**config.mk**
```make
export PLATFORM = sky130hd
export DESIGN_NAME = pcwd_top
export DESIGN_NICKNAME = d
export VERILOG_FILES = /design/src/rtl/pcwd_pkg.sv /design/src/rtl/pcwd_sync.sv /design/src/rtl/pcwd_top.sv
export SDC_FILE = /design/constraint.sdc
export NUM_CORES = 1
export LEC_CHECK = 0
export ABC_CLOCK_PERIOD_IN_PS = 4250
export BUFFER_PORTS_ARGS = -buffer_cell sky130_fd_sc_hd__buf_2
export CAP_MARGIN = 20
export CORE_MARGIN = 1.5
export CORE_UTILIZATION = 33
export DETAILED_ROUTE_END_ITERATION = 6
export PLACE_DENSITY = 0.63
export SLEW_MARGIN = 20
export SYNTH_ARGS = -nofsm -noshare
export SYNTH_HDL_FRONTEND = slang
export SYNTH_HIERARCHICAL = 1
export SYNTH_SLANG_ARGS = --single-unit
```
**constraint.sdc**
```tcl
create_clock -name clock -period 4.25 [get_ports clock]
set_clock_uncertainty 0.2 [all_clocks]
set_input_delay 0.85 -clock clock [delete_from_list [all_inputs] [get_ports clock]]
set_output_delay 0.85 -clock clock [all_outputs]
set_load 0.02 [all_outputs]
```
**src/rtl/pcwd_pkg.sv**
```systemverilog
// package of constants for the pll configuration word decoder
package pcwd_pkg;
  localparam logic [7:0] PCWD_ADDR_CFG_WORD = 8'h00;
  localparam logic [7:0] PCWD_ADDR_DECODED = 8'h04;
  localparam logic [7:0] PCWD_ADDR_RESET_CAUSE = 8'h08;
  localparam logic [7:0] PCWD_ADDR_IRQ_STATUS = 8'h0c;
  localparam logic [7:0] PCWD_ADDR_IRQ_ENABLE = 8'h10;
  localparam logic [7:0] PCWD_ADDR_IRQ_CLEAR = 8'h14;
  localparam logic [7:0] PCWD_ADDR_RUN_STATUS = 8'h18;
  localparam int PCWD_ODIV_LSB = 16;
  localparam int PCWD_USB_DIS_BIT = 15;
  localparam int PCWD_UDIV_LSB = 8;
  localparam int PCWD_MUL_LSB = 4;
  localparam int PCWD_IDIV_LSB = 0;
  localparam logic [31:0] PCWD_RSVD_MASK = 32'hfff8_7888;
  localparam logic [31:0] PCWD_CFG_RESET = 32'hffff_ffff;
  localparam int PCWD_BROWNOUT_BIT = 1;
  localparam int PCWD_IRQ_BROWNOUT_BIT = 0;
  localparam int PCWD_IRQ_RUN_BIT = 1;
  localparam int PCWD_PWRUP_NS = 10000;
  localparam int PCWD_CLK_MHZ = 200;
  localparam int PCWD_PWRUP_CYCLES = (PCWD_PWRUP_NS * PCWD_CLK_MHZ + 999) / 1000;
  localparam logic [31:0] PCWD_CFG_CAPTURE_CNT = 32'h2;
  localparam logic [1:0] PCWD_RESP_OKAY = 2'b00;
  localparam logic [1:0] PCWD_RESP_SLVERR = 2'b10;
endpackage

```
**src/rtl/pcwd_sync.sv**
```systemverilog
// two flip-flop level synchroniser
`timescale 1ns/1ps
module pcwd_sync
#(
  parameter int W = 1
)
(
  input wire logic clock,
  input wire logic rst_n,
  input wire logic [W-1:0] d,
  output logic [W-1:0] q
);
  logic [W-1:0] s1_q;
  always_ff @(posedge clock)
  begin
    if (!rst_n)
    begin
      s1_q <= '0;
      q <= '0;
    end
    else
    begin
      s1_q <= d;
      q <= s1_q;
    end
  end
endmodule

```
**src/rtl/pcwd_top.sv**
```systemverilog
// pll configuration word decoder with power-up hold and brown-out capture
// How it works
// - output divisor code selects 1..64, or 256
// - multiplier code selects 15..21, or 24
// - usb input divider selects 1..6,10,12
// - usb disable bit one disables and bypasses
// - usb fields only act with usb present
// - hold execution for regulator start-up delay
// - supply failure issues a brown-out reset
// - brown-out sets reset cause bit one
//
// Decided for this implementation: register access over AXI4-Lite and the address map.
`timescale 1ns/1ps
module pcwd_top
  import pcwd_pkg::*;
#(
  parameter bit HAS_USB = 1'b1,
  parameter int PWRUP_CYCLES = PCWD_PWRUP_CYCLES
)
(
  input wire logic clock,
  input wire logic rst_n,
  input wire logic [31:0] cfg_word_in,
  input wire logic power_resume,
  input wire logic supply_low,
  output logic [8:0] pll_output_divisor,
  output logic [4:0] pll_multiplier,
  output logic [3:0] usb_pll_input_divider,
  output logic usb_pll_enable,
  output logic usb_pll_bypass,
  output logic [2:0] pll_input_divider_sel,
  output logic cfg_reserved_error,
  output logic run_enable,
  output logic brownout_reset_req,
  output logic irq,
  input wire logic [7:0] s_axi_awaddr,
  input wire logic s_axi_awvalid,
  output logic s_axi_awready,
  input wire logic [31:0] s_axi_wdata,
  input wire logic [3:0] s_axi_wstrb,
  input wire logic s_axi_wvalid,
  output logic s_axi_wready,
  output logic [1:0] s_axi_bresp,
  output logic s_axi_bvalid,
  input wire logic s_axi_bready,
  input wire logic [7:0] s_axi_araddr,
  input wire logic s_axi_arvalid,
  output logic s_axi_arready,
  output logic [31:0] s_axi_rdata,
  output logic [1:0] s_axi_rresp,
  output logic s_axi_rvalid,
  input wire logic s_axi_rready
);
  import pcwd_pkg::*;

  typedef enum logic [1:0]
  {
    PCWD_ST_HOLD = 2'b00,
    PCWD_ST_RUN = 2'b01
  } pcwd_state_t;

  logic [31:0] cfg_sync;
  logic [1:0] pin_sync;
  logic resume_s;
  logic low_s;
  logic resume_prev_q;
  logic [31:0] cfg_q;
  pcwd_state_t state_q;
  pcwd_state_t state_d;
  logic [31:0] pwrup_cnt_q;
  logic [31:0] pwrup_cnt_d;
  logic brownout_reset_flag_q;
  logic brownout_req_q;
  logic [1:0] irq_stat_q;
  logic [1:0] irq_en_q;
  logic [8:0] odiv_q;
  logic [4:0] mul_q;
  logic [3:0] udiv_q;
  logic uen_q;
  logic ubyp_q;
  logic [2:0] idiv_q;
  logic rsvd_err_q;
  logic [31:0] rdata_q;
  logic [1:0] rresp_q;
  logic rvalid_q;
  logic bvalid_q;
  logic [1:0] bresp_q;
  logic aw_have_q;
  logic w_have_q;
  logic [7:0] awaddr_q;
  logic [31:0] wdata_q;
  logic [3:0] wstrb_q;

  // pin synchronisers
  pcwd_sync #(.W(32)) u_cfg_sync
  (
    .clock(clock),
    .rst_n(rst_n),
    .d(cfg_word_in),
    .q(cfg_sync)
  );

  pcwd_sync #(.W(2)) u_pin_sync
  (
    .clock(clock),
    .rst_n(rst_n),
    .d({supply_low, power_resume}),
    .q(pin_sync)
  );

  assign resume_s = pin_sync[0];
  assign low_s = pin_sync[1];
  wire hold = (state_q == PCWD_ST_HOLD);
  wire running = (state_q == PCWD_ST_RUN);
  wire cfg_capture = hold & (pwrup_cnt_q == PCWD_CFG_CAPTURE_CNT);

  // code decode tables
  wire [2:0] odiv_code = cfg_q[PCWD_ODIV_LSB +: 3];
  wire [2:0] mul_code = cfg_q[PCWD_MUL_LSB +: 3];
  wire [2:0] udiv_code = cfg_q[PCWD_UDIV_LSB +: 3];
  wire usb_dis_bit = cfg_q[PCWD_USB_DIS_BIT];
  wire [8:0] odiv_val = (odiv_code == 3'h7) ? 9'h100 : (9'h001 << odiv_code);
  wire [4:0] mul_val = (mul_code == 3'h7) ? 5'h18 : (5'h0f + {2'b00, mul_code});
  wire [3:0] udiv_val = (udiv_code == 3'h7) ? 4'hc :
                        (udiv_code == 3'h6) ? 4'ha : ({1'b0, udiv_code} + 4'h1);
  wire uen_val = HAS_USB & ~usb_dis_bit;
  wire ubyp_val = ~HAS_USB | usb_dis_bit;
  wire rsvd_err_val = ((cfg_q & PCWD_RSVD_MASK) != PCWD_RSVD_MASK);

  // word captured once per hold, after the synchronisers have settled
  always_ff @(posedge clock)
  begin
    if (!rst_n)
      cfg_q <= PCWD_CFG_RESET;
    else if (cfg_capture)
      cfg_q <= cfg_sync;
  end

  // decoded settings, frozen while running
  always_ff @(posedge clock)
  begin
    if (!rst_n)
    begin
      odiv_q <= 9'h001;
      mul_q <= 5'h0f;
      udiv_q <= 4'h1;
      uen_q <= 1'b0;
      ubyp_q <= 1'b1;
      idiv_q <= 3'h0;
      rsvd_err_q <= 1'b0;
    end
    else if (hold)
    begin
      odiv_q <= odiv_val;
      mul_q <= mul_val;
      udiv_q <= HAS_USB ? udiv_val : 4'h1;
      uen_q <= uen_val;
      ubyp_q <= ubyp_val;
      idiv_q <= cfg_q[PCWD_IDIV_LSB +: 3];
      rsvd_err_q <= rsvd_err_val;
    end
  end

  // power-up hold sequencer
  wire resume_evt = resume_s & ~resume_prev_q;
  always_comb
  begin
    state_d = state_q;
    pwrup_cnt_d = pwrup_cnt_q;
    unique case (state_q)
      PCWD_ST_HOLD:
      begin
        if (low_s)
          pwrup_cnt_d = 32'h0;
        else if (pwrup_cnt_q >= PWRUP_CYCLES - 1)
          state_d = PCWD_ST_RUN;
        else
          pwrup_cnt_d = pwrup_cnt_q + 32'h1;
      end
      PCWD_ST_RUN:
      begin
        if (resume_evt || low_s)
        begin
          state_d = PCWD_ST_HOLD;
          pwrup_cnt_d = 32'h0;
        end
      end
      default:
      begin
        state_d = PCWD_ST_HOLD;
        pwrup_cnt_d = 32'h0;
      end
    endcase
  end

  always_ff @(posedge clock)
  begin
    if (!rst_n)
    begin
      state_q <= PCWD_ST_HOLD;
      pwrup_cnt_q <= 32'h0;
      resume_prev_q <= 1'b0;
    end
    else
    begin
      state_q <= state_d;
      pwrup_cnt_q <= pwrup_cnt_d;
      resume_prev_q <= resume_s;
    end
  end

  // axi write path
  wire aw_take = s_axi_awvalid & ~aw_have_q & ~bvalid_q;
  wire w_take = s_axi_wvalid & ~w_have_q & ~bvalid_q;
  wire aw_ok = aw_have_q | aw_take;
  wire w_ok = w_have_q | w_take;
  wire wr_fire = aw_ok & w_ok & ~bvalid_q;
  wire [7:0] wr_addr = aw_have_q ? awaddr_q : s_axi_awaddr;
  wire [31:0] wr_data = w_have_q ? wdata_q : s_axi_wdata;
  wire [3:0] wr_strb = w_have_q ? wstrb_q : s_axi_wstrb;
  wire wr_en = wr_fire & (wr_addr == PCWD_ADDR_IRQ_ENABLE) & wr_strb[0];
  wire wr_clr = wr_fire & (wr_addr == PCWD_ADDR_IRQ_CLEAR) & wr_strb[0];
  wire wr_known = (wr_addr == PCWD_ADDR_IRQ_ENABLE) | (wr_addr == PCWD_ADDR_IRQ_CLEAR);
  wire [1:0] clr_bits = wr_clr ? wr_data[1:0] : 2'b00;
  wire brownout_evt = low_s & ~brownout_req_q;
  wire run_evt = hold & (state_d == PCWD_ST_RUN);
  wire [1:0] set_bits = {run_evt, brownout_evt};

  always_ff @(posedge clock)
  begin
    if (!rst_n)
    begin
      aw_have_q <= 1'b0;
      w_have_q <= 1'b0;
      awaddr_q <= 8'h00;
      wdata_q <= 32'h0;
      wstrb_q <= 4'h0;
      bvalid_q <= 1'b0;
      bresp_q <= PCWD_RESP_OKAY;
    end
    else
    begin
      if (aw_take)
        awaddr_q <= s_axi_awaddr;
      if (w_take)
      begin
        wdata_q <= s_axi_wdata;
        wstrb_q <= s_axi_wstrb;
      end
      if (wr_fire)
      begin
        aw_have_q <= 1'b0;
        w_have_q <= 1'b0;
        bvalid_q <= 1'b1;
        bresp_q <= wr_known ? PCWD_RESP_OKAY : PCWD_RESP_SLVERR;
      end
      else
      begin
        aw_have_q <= aw_ok;
        w_have_q <= w_ok;
        if (s_axi_bready)
          bvalid_q <= 1'b0;
      end
    end
  end

  // brown-out capture and interrupt status, set wins over clear
  always_ff @(posedge clock)
  begin
    if (!rst_n)
    begin
      brownout_reset_flag_q <= 1'b0;
      brownout_req_q <= 1'b0;
      irq_stat_q <= 2'b00;
      irq_en_q <= 2'b00;
    end
    else
    begin
      brownout_req_q <= low_s;
      if (brownout_evt)
        brownout_reset_flag_q <= 1'b1;
      irq_stat_q <= (irq_stat_q & ~clr_bits) | set_bits;
      if (wr_en)
        irq_en_q <= wr_data[1:0];
    end
  end

  // axi read path
  wire rd_fire = s_axi_arvalid & ~rvalid_q;
  wire [7:0] ra = s_axi_araddr;
  wire [31:0] dec_word = {9'h000, ubyp_q, uen_q, udiv_q, mul_q, odiv_q, idiv_q};
  wire rd_known = (ra == PCWD_ADDR_CFG_WORD) | (ra == PCWD_ADDR_DECODED) | (ra == PCWD_ADDR_RESET_CAUSE) |
                  (ra == PCWD_ADDR_IRQ_STATUS) | (ra == PCWD_ADDR_IRQ_ENABLE) | (ra == PCWD_ADDR_IRQ_CLEAR) |
                  (ra == PCWD_ADDR_RUN_STATUS);
  wire [31:0] rd_val = (ra == PCWD_ADDR_CFG_WORD) ? cfg_q :
                       (ra == PCWD_ADDR_DECODED) ? dec_word :
                       (ra == PCWD_ADDR_RESET_CAUSE) ? ({31'h0, brownout_reset_flag_q} << PCWD_BROWNOUT_BIT) :
                       (ra == PCWD_ADDR_IRQ_STATUS) ? {30'h0, irq_stat_q} :
                       (ra == PCWD_ADDR_IRQ_ENABLE) ? {30'h0, irq_en_q} :
                       (ra == PCWD_ADDR_RUN_STATUS) ? {30'h0, rsvd_err_q, running} :
                       32'h0;

  always_ff @(posedge clock)
  begin
    if (!rst_n)
    begin
      rvalid_q <= 1'b0;
      rdata_q <= 32'h0;
      rresp_q <= PCWD_RESP_OKAY;
    end
    else if (rd_fire)
    begin
      rvalid_q <= 1'b1;
      rdata_q <= rd_val;
      rresp_q <= rd_known ? PCWD_RESP_OKAY : PCWD_RESP_SLVERR;
    end
    else if (s_axi_rready)
      rvalid_q <= 1'b0;
  end

  // register bus outputs
  assign s_axi_awready = ~aw_have_q & ~bvalid_q;
  assign s_axi_wready = ~w_have_q & ~bvalid_q;
  assign s_axi_bvalid = bvalid_q;
  assign s_axi_bresp = bresp_q;
  assign s_axi_arready = ~rvalid_q;
  assign s_axi_rvalid = rvalid_q;
  assign s_axi_rdata = rdata_q;
  assign s_axi_rresp = rresp_q;

  // pin outputs
  assign pll_output_divisor = odiv_q;
  assign pll_multiplier = mul_q;
  assign usb_pll_input_divider = udiv_q;
  assign usb_pll_enable = uen_q;
  assign usb_pll_bypass = ubyp_q;
  assign pll_input_divider_sel = idiv_q;
  assign cfg_reserved_error = rsvd_err_q;
  assign run_enable = running;
  assign brownout_reset_req = brownout_req_q;
  // level interrupt from enabled status bits
  wire [1:0] irq_pending = irq_stat_q & irq_en_q;
  assign irq = |irq_pending;
endmodule

```
== After elaboration in Yosys (flattened, before gate mapping) ==
Index checks and enable logic that the tools add are counted.
Word-level totals
  logic and storage cells: 126
  register bits: 216
  bits of input ports: 93
  output and inout port bits: 68
Operators by class
  muxes and demuxes: 28
  bitwise operators: 38
  shift operators: 1
  reductions and logical operators: 8
  add/sub/neg operators: 3
  order comparisons: 1
  eq/ne operators: 18
Operators by type and width (number)
  $mux W32: 4
  $pmux W32 S2: 1
  $eq A8 B5 Y1 const B: 5
  $add A32 B1 Y32 const B: 1
  $eq A32 B2 Y1 const B: 1
  $ge A32 B11 Y1 const B: 1
  $mux W23: 1
  $mux W2: 11
  $ne A19 B19 Y1 const B: 1
  $and A1 B1 Y1: 17
  $eq A8 B4 Y1 const B: 2
  $eq A3 B3 Y1 const B: 4
  $mux W9: 1
  $or A1 B1 Y1: 9
  $shl A1 B3 Y9 const A: 1
  $eq A8 B3 Y1 const B: 1
  $logic_not A8 Y1: 1
  $mux W4: 2
  $mux W8: 1
  $not A1 Y1: 8
  $add A4 B3 Y5 const A: 1
  $mux W1: 5
  $mux W5: 1
  $add A3 B1 Y4 const B: 1
  12 further kinds: 16

== Longest topological paths before layout ==
Gate-level depths: netlist (run 1).
  depth after elaboration: 12
  mapped depth: 8
  mapped depth without buffers: 7

== By module ==
Netlist (run 1), hierarchy kept.
Modules (own cells, without submodules)
  pcwd_top: times used 1, sequential area each 2902.8 sq um, area an instance 6065.8 sq um, cells each 655
  pcwd_sync at u_cfg_sync: times used 1, sequential area each 1281.2 sq um, area an instance 1791.7 sq um, cells each 134
  pcwd_sync at u_pin_sync: times used 1, sequential area each 80.1 sq um, area an instance 105.1 sq um, cells each 8

== Worst setup path before layout (run 1) ==
No wires, ideal clock.
  path type: input port to flip-flop
  from: in s_axi_araddr[1]
  to: reg rdata_q[17], in the netlist s_axi_rdata[17]
  setup time: 80 ps
  setup slack: 1784 ps
  data required time: 3970 ps
  stages: 5
  arrival: 2186 ps
  buffers on the path: 1
  path through: or4_4 -> nor4_2 -> buf_2 -> a221oi_1 -> nor3b_1
Between the ends
  longest elaborated chain between the ends: 3
  elaborated cells between the ends (all ways): 4
  those cells by class: 1 x eq/ne; 2 x mux; 1 x reduce/logical
RTL lines
  start, declared: RTL line pcwd_top.sv:46  | input wire logic [7:0] s_axi_araddr,
  $eq A8 B3 Y1: RTL line pcwd_top.sv:296  | (ra == PCWD_ADDR_DECODED) ? dec_word :
  $mux W23: RTL line pcwd_top.sv:296
  $mux W32 (*): RTL line pcwd_top.sv:295  | wire [31:0] rd_val = (ra == PCWD_ADDR_CFG_WORD) ? cfg_q :
  end signal, assigned: RTL line pcwd_top.sv:314  | rdata_q <= rd_val;
  end, declared: RTL line pcwd_top.sv:83  | logic [31:0] rdata_q;
Mark *: on every way between the ends. The rest lies on a longest branch, timed or not.
A chain may end at the register's enable or synchronous reset.

== Final worst setup path (run 1) ==
  from: reg state_q[0]
  to: out run_enable
Between the ends
  longest elaborated chain between the ends: 1
RTL lines
  start, declared: RTL line pcwd_top.sv:68  | pcwd_state_t state_q;
  start signal, assigned: RTL line pcwd_top.sv:206  | state_q <= state_d;
  $eq A2 B1 Y1: RTL line pcwd_top.sv:114  | wire running = (state_q == PCWD_ST_RUN);
  end, declared: RTL line pcwd_top.sv:33  | output logic run_enable,
No other way between the ends.

==> results of run 1 <==
-- where the power goes --
group	switching, mW	total [mW]	internal (mW)
clock network	0.792	2.06	1.27
registers	0.0446	2.12	2.07
logic	0.190	0.324	0.134
-- cells by family (layout without fill, tap and decap cells) --
group	Yosys count	count (layout)	share of synthesized area, %
buffers and inverters	60	184	3.38
AO/OA/AOI/OAI	121	121	11.2
AND/OR/NAND/NOR	355	355	25.7
multiplexers	42	42	5.33
adder cells (fa/ha/maj)	5	5	0.786
flip-flops	213	213	53.6
other	1	4	0.0471
-- layout by cell type, fill, tap and decap left out, types with 17 or more instances in the layout --
cell type	synthesis	final
a21boi_0	17	17
a21oi_1	18	18
a221oi_1	22	22
and2_1	29	29
and2_2	64	64
buf_2	5	123
clkbuf_16	0	23
dfxtp_1	213	213
mux2i_1	39	39
nand2_1	92	92
nand3_1	24	24
nor2_1	53	53
nor3b_1	20	20
-- flip-flops by register name, indices dropped and copies added, names as in the netlist, 5 cells and up --
register,flops
awaddr_q,8
cfg_q,32
pll_multiplier,5
pll_output_divisor,8
pwrup_cnt_q,32
s_axi_rdata,32
u_cfg_sync/q,32
u_cfg_sync/s1_q,32
-- metal layers --
metal  share of wire, %  vias to the layer above
li1                   -                     2968
met1                 46                     2726
met2                 47                      138
met3                5.3                       32
met4                2.3                        0
met5                  0                        -
-- synthesized netlist by cell type (5+ instances only) --
cell type / instances
nand4_1: 6
nand3_1: 24
clkbuf_2: 6
dfxtp_1: 213
buf_2: 5
buf_4: 8
nor3_1: 11
nand2_1: 92
a21oi_1: 18
mux2i_1: 39
and2_2: 64
a21boi_1: 10
nor3b_1: 20
a21boi_0: 17
and2_1: 29
clkbuf_1: 31
nor2b_1: 15
a221oi_1: 22
inv_1: 10
nor2_1: 53
ha_1: 5
o21ai_0: 15
-- final cells by class --
| class | instances | share of cell area [%] |
|---|---|---|
| flip-flops and latches | 213 | 44.1 |
| multi-input cells | 527 | 35.7 |
| clock inverters | 6 | 1.01 |
| repair buffers | 134 | 7.35 |
| well taps | 319 | 4.13 |
| clock buffers | 34 | 7.31 |
| inverters | 10 | 0.388 |
-- how the worst min path moves through the flow --
stage                                   from              end  slack (ns)
after detailed placement  u_pin_sync/s1_q[0]  u_pin_sync/q[0]        0.21
after floorplan           u_pin_sync/s1_q[0]  u_pin_sync/q[0]        0.21
after global routing      u_pin_sync/s1_q[0]  u_pin_sync/q[0]        0.25
final                     u_pin_sync/s1_q[0]  u_pin_sync/q[0]        0.22
after CTS                 u_pin_sync/s1_q[0]  u_pin_sync/q[0]        0.23
after global placement    u_pin_sync/s1_q[0]  u_pin_sync/q[0]        0.21
-- stage by stage --
stage | utilization (%) | hold WS [ns] | area [sq um]
floorplan | - | 0.206 | 7970
global placement | 37.6 | 0.214 | 8860
detailed placement | 37.6 | 0.212 | 8860
CTS | 41.1 | 0.226 | 9670
global route | 41.1 | 0.247 | 9670
finish | 41.1 | 0.223 | 9670
==> results by group, run 1 <==
Outcome
  • Status: finished clean

Cells and area
  • Nets: 1,007
  • Multi-input gate area: between 0.003 and 0.004 sq mm
  • Ratio of cells with drive above 1 in the final layout: 27.6%
  • Sequential Area: 0.00426 sq mm
  • Synth-to-layout area growth: 21.4%
  • # fillers: 2,333
  • Non-filler cells, final: ~1,200
  • Antenna Cells: 0

Floorplan
  • Core region area: roughly 0.024 sq mm
  • Die Y: between 150 and 200 um
  • Die extent in x: between 150 and 200 um
  • Boundary Pins: approximately 160
  • Initial Utilization: between 30% and 40%
  • Die area: approximately 0.025 sq mm
  • Num rows: 56

Critical path
  • Worst r2r dst: pwrup_cnt_q[0]
  • Slowest stage delay, CP: roughly 0.42 ns
  • Reg2reg start: pwrup_cnt_q[0]
  • CP required: 3.20 ns
  • CP Capture Point: run_enable
  • R2r setup slk: around 1.9 ns
  • Worst path bufs/invs: 1
  • WP depth: 2
  • Crit path launch type: flop
  • CP max-delay cell: dfxtp_1
  • CP Launch Point: state_q[0]
  • Crit path max-delay family: flip-flops
  • CP Class: flop to output pin
  • Crit path cell chain: nor2b_1 > buf_2
  • CP Capture Type: output pin
  • Reg2Reg Depth: 6
  • Worst EP arrival: about 1.4 ns
  • Crit Path Max Fanout: 5

STA
  • Final hold vios: 0
  • Fin crit share: about 58%
  • Worst slew margin relative to its limit: 44.4%
  • Setup TNS: 0 ns
  • Pin slew with the least headroom to its limit: 0.832 ns
  • Max frequency: 405 MHz
  • Setup ws final: 1.78 ns
  • Fin. max-slew vios: 0
  • Min Tclk post-route: ~2.5 ns
  • RSZ-0062 raised after global routing: no
  • # setup viols final: 0

Clocking
  • CTS resizes: 0
  • Max clock buf depth: 3
  • H-tree levels: 1
  • Worst skew pair latency: between 0.5 and 0.6 ns
  • Num CTS Buffers: 23
  • TritonCTS clock tree: built
  • Sinks on Clock Net: ~210
  • Postcts setup bufs: 0
  • CTS root buf: clkbuf_16
  • CTS Hold Bufs: 0
  • Worst-path clk slew: 0.06 ns

Yosys
  • YS warnings: 6
  • Ys async rst share: 0%
  • Top cell type's share of synthesized area: 53.6%
  • Syn_area_per_cell: roughly 10 sq um
  • Ranking of synthesized cells by area: dfxtp_1 (54%), and2_2 (6.0%), mux2i_1 (4.9%)
  • Yosys cell types: 68
  • Seq/Total Area, Yosys: between 50 and 60%
  • Yosys reg bits: ~210
  • Syn Inst Count: 797
  • Cell taking the most area after synthesis: dfxtp_1
  • Cell area after synthesis: about 0.0080 sq mm
  • Post-synth EDFFs: 0
  • Top_reg_cell synth: dfxtp_1

Detailed routing
  • Vias: slightly below 6,000
  • # DRC: 0
  • First-pass DRT Iterations: 4
  • Post-route ant nets: 0
  • Vias/cell: approximately 4.7
  • DR WL/cell: roughly 15 um
  • Initial drt markers: 333
  • Routed WL: 18.8 mm

GRT
  • Global route hottest layer: met2
  • Gr usage total: about 15%
  • Routing usage on met3: a little under 3%
  • Largest net degree at the start of global routing: 98
  • Met2 GRT Util: roughly 24%
  • Global-route wire length before repair: between 20 and 30 mm
  • GRT Residual Overflow: 0
  • Number of global-route vias before repair: around 5,400
  • Initial antenna violation count: 0
  • GRT met1 Usage: 19.0%

Pwr
  • Power per cell area: 466 mW/mm^2
  • Worst VDD drop: approximately 0.00032 V
  • Leakage Power: a little under 4 nW
  • Tot Pwr: 4.51 mW

Place
  • GP Congestion: just over 0.8
  • Pre-CTS setup slack: approximately 1.3 ns
  • IO Port Bufs: 124
  • Post-DP HPWL: roughly 13 mm
  • Dpl cells: between 1,000 and 1,500

Worst hold path
  • WHS Path Cells: 1
  • Hold Crit Class: flop to flop

Run
  • MaxCap Viol Count: 0
(Power assumes the default switching activity.)
==> run 2, diff against run 1 <==
Settings changed: ABC_CLOCK_PERIOD_IN_PS 4250 to 2100, PLACE_DENSITY 0.63 to 0.64.
Clock period 4.25 ns to 2.1 ns, I/O delays scaled along.
==> run 2 against run 1 <==
Compared with the run above:
- first-iteration DRC count grew 6.0%
- worst setup slack lost 1.8 ns
- die area is the same
- cell count grew 6.6%
- flip-flop and latch count is the same
- sequential power grew 100%
- largest power group unchanged
==> results by group, run 2 (synthesis results as in run 1) <==
Outcome
  • Status: finished clean

Detailed routing
  • Post-route ant nets: 0
  • First-pass DRT Iterations: 5
  • Initial drt markers: around 350
  • Vias/cell: between 4 and 5
  • # DRC: 0
  • DR WL/cell: around 15 um
  • Routed WL: between 20 and 25 mm
  • Vias: between 6,000 and 7,000

Critical path
  • CP Capture Type: flop
  • Worst path bufs/invs: 3
  • CP required: 2.29 ns
  • Reg2reg start: pwrup_cnt_q[0]
  • Crit path max-delay family: simple AND/OR/NAND/NOR gates
  • CP Class: flop to flop
  • Crit path launch type: flop
  • CP Launch Point: pwrup_cnt_q[0]
  • Crit Path Max Fanout: 5
  • CP max-delay cell: dfxtp_4
  • Slowest stage delay, CP: approximately 0.36 ns
  • Crit path cell chain: inv_2 > ha_4 > nor4b_4 > nand4_1 > nor3_4 > buf_6 > buf_12 > mux2i_2 > nand2_1
  • Worst EP arrival: approximately 2.3 ns

Place
  • IO Port Bufs: 124
  • Dpl cells: 1,228
  • Post-DP HPWL: ~13 mm
  • GP Congestion: slightly above 0.8
  • Pre-CTS setup slack: -0.205 ns
  • Post-DP Area: slightly above 0.009 sq mm

Clocking
  • H-tree levels: 1
  • TritonCTS clock tree: built
  • Num CTS Buffers: 22
  • Worst skew pair latency: roughly 0.52 ns
  • Max clock buf depth: 3
  • Worst-path clk slew: about 0.060 ns
  • Sinks on Clock Net: 213
  • CTS root buf: clkbuf_16

Cells and area
  • Layout Utilization: approximately 45%
  • Non-filler cells, final: 1,325
  • # fillers: 2,238
  • Nets: approximately 1,100
  • Antenna Cells: 0
  • Most frequent cells in the layout: dfxtp_1 (207), buf_2 (123), nand2_1 (92)
  • Synth-to-layout area growth: 33.0%
  • Most common cell after layout, fill and taps aside: dfxtp_1
  • Ratio of cells with drive above 1 in the final layout: 29.9%
  • Fin area: 0.0106 sq mm

Worst hold path
  • Hold Crit Class: input port to flop
  • Hold_sp: s_axi_bready

STA
  • RSZ-0062 raised after global routing: yes
  • Setup ws final: 0.0177 ns
  • Final hold vios: 0
  • Fin. max-slew vios: 0
  • Worst hold slack: around 0.026 ns
  • Worst slew margin relative to its limit: 61.2%
  • Setup TNS: 0 ns
  • # setup viols final: 0
  • Fin crit share: between 90% and 100%
  • Min Tclk post-route: approximately 2.1 ns
  • Pin slew with the least headroom to its limit: 0.567 ns
  • Max frequency: slightly below 500 MHz

Floorplan
  • Die Y: roughly 160 um
  • Die extent in x: roughly 160 um
  • Num rows: 56
  • Die area: 0.0251 sq mm
  • Core region area: around 0.024 sq mm
  • Initial Utilization: about a third
  • Boundary Pins: 161

Pwr
  • Tot Pwr: 9.07 mW
  • Logic gate share of total power: under 10%
  • Net Switching: 2.10 mW
  • Clk network pwr share: between 40% and 50%
  • Power per cell area: roughly 860 mW/mm^2
  • Worst VDD drop: 0.000544 V
  • Sw Ratio: ~23%
  • Leakage Power: 4.38 nW
  • Int Power: between 6 and 7 mW
  • Sequential share of power: a little under half

GRT
  • Number of global-route vias before repair: 5,661
  • Gr usage total: about 15%
  • Largest net degree at the start of global routing: around 120
  • GRT Residual Overflow: 0
  • Global-route wire length before repair: approximately 30 mm
  • Initial antenna violation count: 0

Run
  • MaxCap Viol Count: 0
## run 2: cell count changes in the layout (fill, tap and decap cells not counted), moves of 6 or more
cell,change
dfxtp_1,-6
dlygate4sd3_1,+46
buf_12,+6
buf_4,+23
## run 2: path summary, 6_finish.rpt
kind | endpoint | slack, ns | cells after the start
setup / recovery | cfg_q[23] | 0.02 | 9
hold / removal | s_axi_bvalid | 0.03 | 3
setup reg to reg | cfg_q[23] | 0.02 | 9
hold reg to reg | cfg_q[18] | 0.24 | 2
## run 2: area by class of cell
cell class	count	area, sq um	area share (%)
inverters	10	37.5	0.354
clock inverters	6	110	1.04
repair buffers	216	1580	15.0
clock buffers	34	656	6.19
flip-flops and latches	213	4280	40.4
well taps	319	399	3.77
multi-input cells	527	3530	33.3
## run 2: layer usage
layer | vias up | global-route usage [%] | wire [um]
met5 | - | 0 | 0
met4 | 0 | 5.12 | 663
met3 | 38 | 2.89 | 1230
met2 | 193 | 24.9 | 9190
met1 | 2900 | 20.0 | 9110
li1 | 3143 | - | -
## run 2: tightest hold or removal path, stage by stage
cell and delay, ns:
buf_2 0.08, nor2b_1 0.03, o21a_1 0.15
## run 2: power by group through the flow
stage / combinational (mW) / clock, mW / sequential [mW]
after floorplan: 0.367 / 0 / 4.42
after global placement: 0.685 / 0 / 4.37
after detailed placement: 0.693 / 0 / 4.38
after CTS: 0.763 / 4.12 / 4.29
after global routing: 0.847 / 4.29 / 4.30
final: 0.769 / 4.01 / 4.29
## run 2: repair_timing
action	CTS	global route
resized for setup	7	17
endpoints found under the hold margin	45	0
cloned	0	4
endpoints found under the setup margin	9	37
buffers inserted	2	5
pin swaps	4	13
hold buffers	46	0
==> run 3, diff against run 2 <==
Settings changed: PLACE_DENSITY 0.64 to 0.65, SYNTH_HIERARCHICAL 1 to default.
==> run 3 against run 2 <==
Compared with the run above:
- sequential share of layout area rose by 1.2 points
- critical path type unchanged
- the run now ends with negative setup slack left
- via count fell by 2.6%
- synthesized area fell by 3.5%
- combinational power fell by 4.4%
- global-route usage rose by 0.16 points
- first-iteration DRC count rose by 18%
- die area fell by 3.5%
==> results by group, run 3 <==
Outcome
  • Status: complete, but fails checks
  • Failing checks: negative setup slack

Clocking
  • Worst skew pair latency: roughly 0.50 ns
  • Worst-path clk slew: 0.06 ns
  • Num CTS Buffers: 22
  • TritonCTS clock tree: built
  • Sinks on Clock Net: around 210
  • Max clock buf depth: 3
  • CTS root buf: clkbuf_16
  • H-tree levels: 1

Yosys
  • Top_reg_cell synth: dfxtp_1
  • Ranking of synthesized cells by area: dfxtp_1 (56%), and2_1 (6.3%), mux2i_1 (5.3%)
  • Cell taking the most area after synthesis: dfxtp_1
  • Syn_area_per_cell: between 9 and 10 sq um
  • Ys async rst share: 0%
  • Yosys reg bits: roughly 210
  • Cell area after synthesis: 0.00768 sq mm
  • Synth top cells by count: dfxtp_1 (213), nand2_1 (96), and2_1 (77)
  • Seq/Total Area, Yosys: 55.5%
  • Top cell type's share of synthesized area: 55.5%
  • YS warnings: 0
  • Syn Inst Count: 787
  • Count leader, synth: dfxtp_1
  • Post-synth EDFFs: 0
  • Yosys cell types: between 50 and 60

Critical path
  • Slowest stage delay, CP: around 0.43 ns
  • CP Capture Type: flop
  • CP Class: flop to flop
  • CP required: roughly 2.3 ns
  • Most used cell, CP: or3_4
  • Crit path cell chain: ha_4 > a311oi_4 > o32ai_2 > or3_4 > buf_6 > or3_4 > a21oi_2
  • Worst EP arrival: about 2.5 ns
  • Crit Path Max Fanout: 4
  • Reg2Reg Depth: 7
  • CP max-delay cell: or3_4
  • Crit path launch type: flop

Detailed routing
  • # DRC: 0
  • Vias: 6,114
  • DR WL/cell: 15.1 um
  • Post-route ant nets: 0
  • Initial drt markers: about 420
  • Vias/cell: about 4.8
  • Routed WL: 19.1 mm
  • First-pass DRT Iterations: 4

Place
  • Pre-CTS setup slack: -0.120 ns
  • IO Port Bufs: ~120
  • Post-DP Area: a little under 0.009 sq mm
  • Post-DP HPWL: 11.7 mm
  • GP Congestion: approximately 0.80

Pwr
  • Tot Pwr: 8.68 mW
  • Worst VDD drop: 0.000495 V
  • Leakage Power: 4.32 nW
  • Power per cell area: around 850 mW/mm^2

Floorplan
  • Core region area: ~0.023 sq mm
  • Num rows: 55
  • Die extent in x: between 150 and 200 um
  • Initial Utilization: between 30% and 40%
  • Boundary Pins: between 150 and 200
  • Die area: 0.0242 sq mm
  • Die Y: ~160 um

GRT
  • Initial antenna violation count: 0
  • Gr usage total: between 15 and 20%
  • Largest net degree at the start of global routing: between 80 and 90
  • Global-route wire length before repair: about 30 mm
  • GRT Residual Overflow: 0
  • Number of global-route vias before repair: roughly 5,900

Worst hold path
  • WHS Path Cells: 3
  • Hold Crit Class: input port to flop

Cells and area
  • Ratio of cells with drive above 1 in the final layout: roughly a quarter
  • Layout Utilization: 45.2%
  • Multi-input gate area: 0.00334 sq mm
  • # fillers: approximately 2,200
  • Fin area: around 0.010 sq mm
  • Antenna Cells: 0
  • Nets: around 1,100
  • Most common cell after layout, fill and taps aside: dfxtp_1
  • Sequential Area: approximately 0.0043 sq mm
  • Synth-to-layout area growth: 33.6%
  • Most frequent cells in the layout: dfxtp_1 (211), buf_2 (123), nand2_1 (94)

STA
  • Fin crit share: 108%
  • Worst hold slack: around 0.0098 ns
  • Setup ws final: -0.159 ns
  • RSZ-0062 raised after global routing: yes
  • Fin. max-slew vios: 0
  • Final hold vios: 0
  • Min Tclk post-route: around 2.3 ns
  • # setup viols final: 35
  • Max frequency: 443 MHz

Run
  • MaxCap Viol Count: 0
-- run 3: cell count changes after synthesis, sizes merged, moves of 4 or more --
| cell | previous run | this run |
|---|---|---|
| and2 | 93 | 77 |
| and3 | 4 | 23 |
| buf | 13 | 8 |
| clkbuf | 37 | 50 |
| nand2 | 92 | 96 |
| nand3 | 24 | 20 |
| nor2 | 54 | 41 |
| nor3b | 20 | 1 |
| nor4 | 10 | 14 |
| o21ai | 16 | 35 |
| xnor2 | 0 | 4 |
-- run 3: cell families (layout without fill, tap and decap cells) --
kind of cell             Yosys count  in the layout  synth area share, %
adder cells (fa/ha/maj)            5              5                0.814
buffers and inverters             67            255                 3.58
multiplexers                      43             43                 5.64
AO/OA/AOI/OAI                    126            126                 11.3
XOR/XNOR                           4              4                0.456
other                              1              4               0.0488
AND/OR/NAND/NOR                  328            328                 22.6
flip-flops                       213            213                 55.5
-- run 3: critical path, delay by kind of cell, from the launching register on --
family / cells / cell delay, ns
fa+ha+maj: 1 / 0.16
flops: 1 / 0.35
compound gates: 3 / 0.53
buf+inv: 1 / 0.14
simple gates: 2 / 0.79
-- run 3: stage by stage --
stage	instances	setup TNS, ns
final	1263	-1.74
after global routing	1263	-6.00
after CTS	1259	-1.31
after detailed placement	1172	-3.33
after global placement	1172	-2.74
after floorplan	790	-0.199
-- run 3: repair_timing --
item / in CTS / in global routing
hold endpoints to repair: 45 / 0
hold buffers: 46 / 0
pin swaps: 5 / 20
cloned: 2 / 2
endpoints found under the setup margin: 35 / 43
gates resized for setup: 15 / 23
setup buffers: 7 / 3
-- run 3: metal layers --
| layer | share of wire (%) | global-route usage [%] |
|---|---|---|
| met5 | 0 | 0 |
| met4 | 1.9 | 4.13 |
| met2 | 45 | 25.2 |
| met1 | 46 | 20.5 |
| met3 | 7.0 | 3.08 |
-- run 3: cell type report --
| cell class | instances | area share, % |
|---|---|---|
| flip-flops and latches | 213 | 41.6 |
| multi-input cells | 510 | 32.6 |
| repair buffers | 214 | 15.6 |
| clock buffers | 28 | 5.98 |
| well taps | 285 | 3.47 |
| clock inverters | 4 | 0.475 |
| inverters | 9 | 0.353 |
-- run 3: final timing paths --
path,slack (ns),from,endpoint
max,-0.16,pwrup_cnt_q[0],pwrup_cnt_q[3]
min,0.01,s_axi_wstrb[0],wstrb_q[0]
max reg2reg,-0.16,pwrup_cnt_q[0],pwrup_cnt_q[3]
min reg2reg,0.23,u_cfg_sync.s1_q[21],u_cfg_sync.q[21]
-- run 3: report_power, final --
| group | internal [mW] | total [mW] | switching, mW |
|---|---|---|---|
| sequential | 4.20 | 4.28 | 0.0829 |
| clock | 2.16 | 3.67 | 1.50 |
| combinational | 0.333 | 0.735 | 0.402 |
| total | 6.69 | 8.68 | 1.99 |
